$ cat config.mk
export PLATFORM = sky130hd
export DESIGN_NAME = seec_core
export DESIGN_NICKNAME = d
export VERILOG_FILES = /design/src/pkg/seec_pkg.sv /design/src/pkg/seec_stream_if.sv /design/src/verilog/seec_core.sv /design/src/verilog/seec_stream_buf.sv
export SDC_FILE = /design/constraint.sdc
export NUM_CORES = 2
export LEC_CHECK = 0
export ABC_CLOCK_PERIOD_IN_PS = 6800
export BUFFER_PORTS_ARGS = -buffer_cell sky130_fd_sc_hd__buf_2
export CAP_MARGIN = 5
export CORE_MARGIN = 10
export CORE_UTILIZATION = 40
export CTS_BUF_LIST = sky130_fd_sc_hd__clkbuf_2
export DETAILED_ROUTE_END_ITERATION = 10
export PLACE_DENSITY = 0.6
export SETUP_SLACK_MARGIN = 0.2
export SYNTH_ARGS = -nofsm -noshare
export SYNTH_HDL_FRONTEND = slang
export SYNTH_MEMORY_MAX_BITS = 65536
export SYNTH_SLANG_ARGS = --single-unit
$ cat constraint.sdc
create_clock -name clk -period 6.8 [get_ports clk]
set_input_delay 0.68 -clock clk [delete_from_list [all_inputs] [get_ports clk]]
set_output_delay 0.68 -clock clk [all_outputs]
set_load 0.005 [all_outputs]
$ cat src/pkg/seec_pkg.sv
// constants and types of the serial EEPROM command core
package seec_pkg;
  localparam int          DATA_W        = 8;
  localparam int          ADDR_W        = 9;
  localparam int          MEM_DEPTH     = 512;
  localparam int          PAGE_W        = 4;
  localparam int          PAGE_BYTES    = 16;
  localparam int          BASE_W        = ADDR_W - PAGE_W;
  localparam int          BUF_DEPTH     = 2;
  localparam int          PTR_W         = $clog2(BUF_DEPTH);
  localparam int          CLK_MHZ       = 25;
  localparam int          WRITE_TIME_US = 5000;
  localparam int          WRITE_CYCLES  = WRITE_TIME_US * CLK_MHZ;
  // synchroniser reset value: sck, chip select, mosi, write protect
  localparam logic [3:0]  SYNC_RST      = 4'h5;
  // command byte: top nibble zero, opcode in the low three bits
  localparam logic [3:0]  CMD_TOP       = 4'h0;
  localparam int          CMD_ADDR_BIT  = 3;
  localparam logic [2:0]  OP_STATUS_WR  = 3'h1;
  localparam logic [2:0]  OP_ARRAY_WR   = 3'h2;
  localparam logic [2:0]  OP_ARRAY_RD   = 3'h3;
  localparam logic [2:0]  OP_LATCH_CLR  = 3'h4;
  localparam logic [2:0]  OP_STATUS_RD  = 3'h5;
  localparam logic [2:0]  OP_LATCH_SET  = 3'h6;
  // status byte layout
  localparam int          ST_BUSY_BIT   = 0;
  localparam int          ST_LATCH_BIT  = 1;
  localparam int          ST_PROT_LO    = 2;
  localparam int          ST_PROT_HI    = 3;
  localparam logic [3:0]  ST_UPPER      = 4'h0;
  // protect codes and delivery values
  localparam logic [1:0]  PROT_QUARTER  = 2'h1;
  localparam logic [1:0]  PROT_HALF     = 2'h2;
  localparam logic [1:0]  PROT_RST      = 2'h0;
  localparam logic [7:0]  FILL_BYTE     = 8'hFF;

  typedef enum logic [2:0] {
    SEEC_IDLE, SEEC_CMD, SEEC_ADDR, SEEC_READ, SEEC_WRITE,
    SEEC_STWR, SEEC_STRD, SEEC_DONE
  } seec_state_t;
  // ignore state shares the idle encoding; the eight states use every code, so the default branch of the state case is unreachable
  localparam seec_state_t SEEC_IGNORE = SEEC_IDLE;
endpackage : seec_pkg

$ cat src/pkg/seec_stream_if.sv
// byte stream with valid and ready between core and buffer
`timescale 1ns/1ns
`default_nettype none
interface seec_stream_if;
  logic                      valid;
  logic                      ready;
  logic [seec_pkg::DATA_W-1:0] data;
  modport rx (input valid, input data, output ready);
  modport tx (output valid, output data, input ready);
endinterface : seec_stream_if
`default_nettype wire

$ cat src/verilog/seec_core.sv
// serial EEPROM command core behind the SPI slave pins
`timescale 1ns/1ns
`default_nettype none
// Functional notes
// - status write needs latch set beforehand
// - status write executes only on exact byte end
// - valid status write starts timed cycle
// - busy flag high during cycle, low after
// - latch cleared when status cycle ends
// - new protect bits apply after cycle
// - status write keeps other bits, upper read zero
// - status write refused: latch, busy, protect pin
// - read is command plus address, top bit in command
// - read shifts data, pointer advances each byte
// - read address wraps from top to zero
// - raising select ends a read anywhere
// - read ignored while write cycle runs
// - address bits above width are ignored
// - array write starts cycle at byte boundary
// - extra bytes wrap inside the page
// - array write refused on latch, busy, protection
// - timed write erases then programs bytes
// - reset leaves deselected idle, flags cleared
// - protect bits survive reset
// - delivered array all ones, protect cleared
// - unknown command byte deselects the device
// - latch cleared by disable, completion, protect pin
// - protect code selects quarter, half or all
module seec_core #(
  parameter int unsigned WriteCycles = seec_pkg::WRITE_CYCLES
) (
  input  wire logic                 clk,
  input  wire logic                 rst_n,
  input  wire logic                 sck,
  input  wire logic                 csN,
  input  wire logic                 mosi,
  input  wire logic                 wpN,
  output logic                      miso,
  output logic                      misoOeN,
  output logic                      busy,
  output logic                      writeLatch,
  output logic [1:0]                protectSel
);
  import seec_pkg::*;

  ////////////////////////////////////////////////////////////////////////////
  // pin synchronisers and edges
  logic [3:0]         meta_q;
  logic [3:0]         sync_q;
  logic               sckPrev_q;
  logic               csPrev_q;
  wire                sckS = sync_q[3];
  wire                csS  = sync_q[2];
  wire                mosiS = sync_q[1];
  wire                wpS  = sync_q[0];
  wire                sckRise = sckS & ~sckPrev_q;
  wire                sckFall = ~sckS & sckPrev_q;
  wire                csRise = csS & ~csPrev_q;
  wire                csFall = ~csS & csPrev_q;

  always_ff @(posedge clk) begin
    if (!rst_n) begin
      meta_q    <= SYNC_RST;
      sync_q    <= SYNC_RST;
      sckPrev_q <= 1'b0;
      csPrev_q  <= 1'b1;
    end else begin
      meta_q    <= {sck, csN, mosi, wpN};
      sync_q    <= meta_q;
      sckPrev_q <= sckS;
      csPrev_q  <= csS;
    end
  end

  ////////////////////////////////////////////////////////////////////////////
  // frame state
  seec_state_t        state_q;
  seec_state_t        state_d;
  logic               ignore_q;
  logic [2:0]         bitCnt_q;
  logic [6:0]         rxSh_q;
  logic [2:0]         op_q;
  logic               addrHi_q;
  logic               wpSeen_q;
  logic [PAGE_W-1:0]  col_q;
  logic [BASE_W-1:0]  pageBase_q;
  logic [PAGE_BYTES-1:0] pageMask_q;
  logic [DATA_W-1:0]  pageMem [PAGE_BYTES];
  logic [1:0]         protNew_q;
  logic [ADDR_W-1:0]  readAddr_q;
  logic [DATA_W-1:0]  txSh_q;
  logic               busy_q;
  logic               arrayCycle_q;
  logic [31:0]        timer_q;
  logic [PAGE_W:0]    copy_q;
  logic               latch_q;
  logic [1:0]         prot_q = PROT_RST;
  logic [DATA_W-1:0]  mem [MEM_DEPTH] = '{default: FILL_BYTE};

  wire [DATA_W-1:0]   rxByte   = {rxSh_q, mosiS};
  wire                byteDone = sckRise & (bitCnt_q == 3'h7) & ~ignore_q;
  wire [2:0]          cmdOp    = rxByte[2:0];
  wire                cmdOk    = rxByte[7:4] == CMD_TOP;
  wire                writeOk  = latch_q & ~busy_q;
  wire [ADDR_W-1:0]   fullAddr = {addrHi_q, rxByte};
  wire                active   = state_q != SEEC_IDLE;
  wire                endCycle = busy_q & (timer_q == '0);
  wire [DATA_W-1:0]   statusByte = {ST_UPPER, prot_q, latch_q, busy_q};
  // protected area of the addressed page
  wire                protHit = (&prot_q)
                              | ((prot_q == PROT_HALF) & pageBase_q[BASE_W-1])
                              | ((prot_q == PROT_QUARTER) & (&pageBase_q[BASE_W-1:BASE_W-2]));
  wire                pinsOk = ~wpSeen_q & wpS;
  wire                commitStatus = csRise & (state_q == SEEC_DONE) & ~ignore_q
                                   & (op_q == OP_STATUS_WR) & pinsOk & writeOk;
  wire                commitArray = csRise & (state_q == SEEC_WRITE) & ~ignore_q
                                  & (bitCnt_q == 3'h0) & (pageMask_q != '0)
                                  & pinsOk & writeOk & ~protHit;
  wire                latchSet = csRise & (state_q == SEEC_DONE) & ~ignore_q
                               & (op_q == OP_LATCH_SET);
  wire                latchClr = csRise & (state_q == SEEC_DONE) & ~ignore_q
                               & (op_q == OP_LATCH_CLR);
  wire                startCycle = commitStatus | commitArray;

  // next state; an ignored frame parks until select rises
  always_comb begin
    state_d = state_q;
    case (state_q)
      SEEC_IDLE: begin
        if (csFall) state_d = SEEC_CMD;
      end
      SEEC_CMD: begin
        if (byteDone) begin
          if (!cmdOk) state_d = SEEC_IDLE;
          else begin
            case (cmdOp)
              OP_LATCH_SET, OP_LATCH_CLR: state_d = SEEC_DONE;
              OP_STATUS_RD: state_d = SEEC_STRD;
              OP_STATUS_WR: state_d = writeOk ? SEEC_STWR : SEEC_IDLE;
              OP_ARRAY_RD: state_d = busy_q ? SEEC_IDLE : SEEC_ADDR;
              OP_ARRAY_WR: state_d = writeOk ? SEEC_ADDR : SEEC_IDLE;
              default: state_d = SEEC_IDLE;
            endcase
          end
        end
      end
      SEEC_ADDR: begin
        if (byteDone) state_d = (op_q == OP_ARRAY_RD) ? SEEC_READ : SEEC_WRITE;
      end
      SEEC_STWR: begin
        if (byteDone) state_d = SEEC_DONE;
      end
      SEEC_DONE: begin
        if (sckRise) state_d = SEEC_IDLE;
      end
      SEEC_READ, SEEC_WRITE, SEEC_STRD: state_d = state_q;
      default: state_d = SEEC_IDLE;
    endcase
    if (csS) state_d = SEEC_IDLE;
  end

  // ignore flag marks an idle that is still selected
  wire ignore_d = ~csS & ~csFall & (ignore_q | (active & (state_d == SEEC_IDLE)));

  always_ff @(posedge clk) begin
    if (!rst_n) begin
      state_q  <= SEEC_IDLE;
      ignore_q <= 1'b0;
      bitCnt_q <= 3'h0;
      wpSeen_q <= 1'b0;
    end else begin
      state_q  <= state_d;
      ignore_q <= ignore_d;
      bitCnt_q <= csFall ? 3'h0 : bitCnt_q + 3'(sckRise);
      wpSeen_q <= csFall ? ~wpS : (wpSeen_q | ~wpS);
    end
  end

  ////////////////////////////////////////////////////////////////////////////
  // shift in, command and page capture
  always_ff @(posedge clk) begin
    if (sckRise) rxSh_q <= rxByte[6:0];
    if (byteDone && state_q == SEEC_CMD) begin
      op_q     <= cmdOp;
      addrHi_q <= rxByte[CMD_ADDR_BIT];
    end
    if (byteDone && state_q == SEEC_ADDR) begin
      pageBase_q <= fullAddr[ADDR_W-1:PAGE_W];
      col_q      <= fullAddr[PAGE_W-1:0];
    end
    if (byteDone && state_q == SEEC_STWR) protNew_q <= rxByte[ST_PROT_HI:ST_PROT_LO];
    if (byteDone && state_q == SEEC_WRITE) begin
      pageMem[col_q] <= rxByte;
      col_q          <= col_q + 1'b1;
    end
  end

  always_ff @(posedge clk) begin
    // cleared at address capture, so a copy still running keeps its mask
    if (!rst_n || (byteDone && state_q == SEEC_ADDR)) pageMask_q <= '0;
    else if (byteDone && state_q == SEEC_WRITE) pageMask_q[col_q] <= 1'b1;
  end

  ////////////////////////////////////////////////////////////////////////////
  // read stream through the two-entry buffer
  seec_stream_if rdIn ();
  seec_stream_if rdOut ();

  assign rdIn.valid  = state_q == SEEC_READ;
  assign rdIn.data   = mem[readAddr_q];
  assign rdOut.ready = sckFall & (bitCnt_q == 3'h0) & (state_q == SEEC_READ);

  seec_stream_buf u_buf (
    .clk   (clk),
    .rst_n (rst_n),
    .flush (state_q != SEEC_READ),
    .inS   (rdIn),
    .outS  (rdOut)
  );

  always_ff @(posedge clk) begin
    if (byteDone && state_q == SEEC_ADDR) readAddr_q <= fullAddr;
    else if (rdIn.valid && rdIn.ready) readAddr_q <= readAddr_q + 1'b1;
  end

  wire [DATA_W-1:0] loadByte = (state_q == SEEC_STRD) ? statusByte
                             : (rdOut.valid ? rdOut.data : '0);

  always_ff @(posedge clk) begin
    if (!rst_n) txSh_q <= '0;
    else if (sckFall && bitCnt_q == 3'h0) txSh_q <= loadByte;
    else if (sckFall) txSh_q <= {txSh_q[DATA_W-2:0], 1'b0};
  end

  assign miso    = txSh_q[DATA_W-1];
  assign misoOeN = ~((state_q == SEEC_READ) | (state_q == SEEC_STRD));

  ////////////////////////////////////////////////////////////////////////////
  // timed write cycle, latch and protect bits
  always_ff @(posedge clk) begin
    if (!rst_n) begin
      busy_q       <= 1'b0;
      timer_q      <= '0;
      copy_q       <= '0;
      arrayCycle_q <= 1'b0;
    end else if (startCycle) begin
      busy_q       <= 1'b1;
      timer_q      <= 32'(WriteCycles - 1);
      copy_q       <= '0;
      arrayCycle_q <= commitArray;
    end else if (busy_q) begin
      busy_q  <= ~endCycle;
      timer_q <= timer_q - 1'b1;
      copy_q  <= copy_q + (PAGE_W+1)'(copy_q != (PAGE_W+1)'(PAGE_BYTES));
    end
  end

  // erase and program collapse to one store of the new byte
  wire copyHit = busy_q & arrayCycle_q & (copy_q != (PAGE_W+1)'(PAGE_BYTES))
               & pageMask_q[copy_q[PAGE_W-1:0]];

  always_ff @(posedge clk) begin
    if (copyHit) mem[{pageBase_q, copy_q[PAGE_W-1:0]}] <= pageMem[copy_q[PAGE_W-1:0]];
  end

  // protect bits are non-volatile: no reset
  always_ff @(posedge clk) begin
    if (endCycle && !arrayCycle_q) prot_q <= protNew_q;
  end

  always_ff @(posedge clk) begin
    if (!rst_n || !wpS) latch_q <= 1'b0;
    else if (latchSet) latch_q <= 1'b1;
    else if (endCycle || latchClr) latch_q <= 1'b0;
  end

  assign busy       = busy_q;
  assign writeLatch = latch_q;
  assign protectSel = prot_q;
endmodule : seec_core
`default_nettype wire

$ cat src/verilog/seec_stream_buf.sv
// two-entry buffer for the read data stream
`timescale 1ns/1ns
`default_nettype none
module seec_stream_buf (
  input  wire logic      clk,
  input  wire logic      rst_n,
  input  wire logic      flush,
  seec_stream_if.rx      inS,
  seec_stream_if.tx      outS
);
  import seec_pkg::*;

  logic [DATA_W-1:0] slot_q [BUF_DEPTH];
  logic [PTR_W-1:0]  wrPtr_q;
  logic [PTR_W-1:0]  rdPtr_q;
  logic [PTR_W:0]    cnt_q;
  wire               push;
  wire               pop;

  assign inS.ready  = cnt_q != (PTR_W+1)'(BUF_DEPTH);
  assign outS.valid = cnt_q != '0;
  assign outS.data  = slot_q[rdPtr_q];
  assign push       = inS.valid & inS.ready;
  assign pop        = outS.valid & outS.ready;

  always_ff @(posedge clk) begin
    if (!rst_n || flush) begin
      wrPtr_q <= '0;
      rdPtr_q <= '0;
      cnt_q   <= '0;
    end else begin
      wrPtr_q <= wrPtr_q + PTR_W'(push);
      rdPtr_q <= rdPtr_q + PTR_W'(pop);
      cnt_q   <= cnt_q + (PTR_W+1)'(push) - (PTR_W+1)'(pop);
    end
  end

  always_ff @(posedge clk) begin
    if (push) begin
      slot_q[wrPtr_q] <= inS.data;
    end
  end
endmodule : seec_stream_buf
`default_nettype wire
==> reports/metrics.cfg <==
[status]
status=completed

[route]
route.vias.total=95100
drt-pass1-iter-count=9
drc=0
wl_um=487000
ant_nets=0
viasPerCell=5.84
wl_per_cell_um=29.9
drt_first_iter_violations=11700

[clock_network]
tritoncts=done
root_buffer=clkbuf_2
post_cts_buffers=0
numCtsBuffers=1138
htreeDepth=7
clock-sinks=4372
clockBufferDepth=5
cts_hold_buffers=20
clkTransAtPathRegs_ns=0.12
cts-resized-gates=0
insertion_delay_ns=2.27

[synthesis]
ys.flop_type=edfxtp_1
synthCells=8989
synth.most_common_cell=edfxtp_1
ys_types=95
ys_warn_count=0
synth_commonest_cells=edfxtp_1 (4273), mux2i_1 (786), nor2_1 (757)
async_reset_ff_frac=0
ys_top_cells_by_area=edfxtp_1 (74%), mux4_2 (8.7%), mux2i_1 (4.6%)
synth_area_um2=172000
ys_seq_area_frac=0.756
synth_fp_nets=9013
synth_edf_count=4273
synth_top_cell_by_area=edfxtp_1
ys_ff_latch=4372
synth.avg_cell_area_um2=19.2
synth_top_area_share=0.744

[layout]
syn2layout_area_growth_pct=9.00
nFillCells=37600
drive_gt1_frac=0.250
final_area_um2=188000
multiInputGateArea_um2=38400
nets=9872
stdcell_count=16300
ff_latch_area_um2=130000

[timing]
finalHoldViolations=0
skew_ns=0.237
rsz0062_at_grt=false
fin_crit_ns=5.07
worst_pin_slew_ns=1.37
max_freq_mhz=197
fin_crit_sh=0.745
whs_ns=0.442
fin_tns_setup_ns=0
timing.final.max_slew_violations=0
slew-limit-headroom=0.0835
setup_viol_count_final=0

[critical_path]
regToRegSetupSlack_ns=1.73
cp_slowest_cell=nor4_1
arrival_ns=7.17
crit_path_frequent_cell=buf_4
crit_path_start_kind=flip-flop
crit_fanout=43
path_class=reg -> reg
cp-end-kind=flip-flop
critPathMaxStageDelay_ns=1.06
required_ns=8.91
crit_chain=buf_4 > nand2_4 > buf_4 > o22ai_1 > a2111oi_0 > a211oi_1 > o21ai_0 > nor4_1 > buf_4 > o311ai_1 > nor2_1

[die]
die_y_um=676
die_area_um2=458000
coreArea_um2=430000
io_pins=12
std_cell_rows=241
start_util=0.401
die_w_um=676

[place]
hpwl_um=292000
io_buffers=11
gp_congestion=0.856
dp.cells=14400
dpl-instance-area_um2=178000

[global_route]
grt_max_degree=193
grt_pass1_vias=95200
grt_overflow_total=0
grt_pass1_wl_um=693000
track_usage=0.208
antenna_found_initial=32

[run]
maxCapViolations=0

[power]
power.total_mw=46.0
leakagePower_nw=61.3
powerDensity_nw_per_um2=245
vdd_drop_max_v=0.000162

[worst_hold_path]
hold_path.class=reg -> reg

-- final cells by class --
type / count / area share
diodes: 29 / 0.000386
clock buffers: 1534 / 0.0409
clock inverters: 307 / 0.00814
inverters: 22 / 0.000519
multi-input cells: 4043 / 0.204
flip-flops and latches: 4372 / 0.694
well taps: 5710 / 0.0380
repair buffers: 271 / 0.0141
-- final timing paths --
kind / startpoint / endpoint / cells past startpoint
max reg2reg: flip-flop / u_buf.slot_q[1][4] / 11
min: meta_q[0] / sync_q[0] / 1
min reg2reg: meta_q[0] / sync_q[0] / 1
max: flip-flop / u_buf.slot_q[1][4] / 11
-- flip-flops by register name (all words and copies together), names as in the netlist, 4 cells and up, named ones only --
register      count
pageMask_q       16
rxSh_q            7
pageMem         128
pageBase_q        5
col_q             4
txSh_q            8
copy_q            5
readAddr_q        9
timer_q          32
sync_q            4
u_buf.slot_q     16
meta_q            4
mem            4096
-- per-stage QoR --
step,setup slack (ns),util
after floorplan,0.978,-
after global placement,1.61,0.415
after detailed placement,1.72,0.415
after CTS,1.71,0.437
after global routing,1.54,0.437
final,1.73,0.437
-- worst max-delay path, delay by kind of cell, from the launching register on --
| kind | cells | cell delay [ns] |
|---|---|---|
| AO/OA/AOI/OAI | 5 | 1.41 |
| AND/OR/NAND/NOR | 3 | 1.91 |
| flip-flops | 1 | 0.44 |
| buffers and inverters | 3 | 1.16 |
-- kinds of logic (layout without fill, tap and decap cells) --
family,Yosys count,count (layout),synth area share
adder cells (fa/ha/maj),18,18,0.00131
AND/OR/NAND/NOR,1400,1400,0.0355
XOR/XNOR,45,45,0.00229
AO/OA/AOI/OAI,1074,1074,0.0428
flip-flops,4372,4372,0.756
other,0,29,0
multiplexers,1506,1506,0.139
buffers and inverters,574,2134,0.0230
-- layer usage --
layer  wire length (um)  global-route usage  vias up
li1                   -                   -    39100
met1             194000               0.281    49400
met2             225000               0.316     5704
met3              53300              0.0645      859
met4              14700              0.0780        4
met5                 28                   0        -
-- cells in the final DEF (no fill, tap or decap), types with 37 or more instances in the layout --
cell type	n
o22ai_1	202
o221ai_1	255
o21ai_0	130
a21oi_1	209
buf_4	191
edfxtp_1	4273
mux4_1	37
buf_12	47
clkinv_2	50
nand3_1	53
clkbuf_2	1534
nand2_1	267
dfxtp_1	90
a31oi_1	55
nor4_1	40
nor3_1	86
nor2_1	756
mux4_2	655
clkinv_1	221
mux2i_1	786
-- where the power goes --
group / internal, mW / leakage, nW / switching, mW
combinational: 0.0141 / 14.7 / 0.0172
clock: 6.48 / 7.18 / 10.4
sequential: 29.1 / 39.4 / 0.0157
Power figures use the tool's default switching activity.
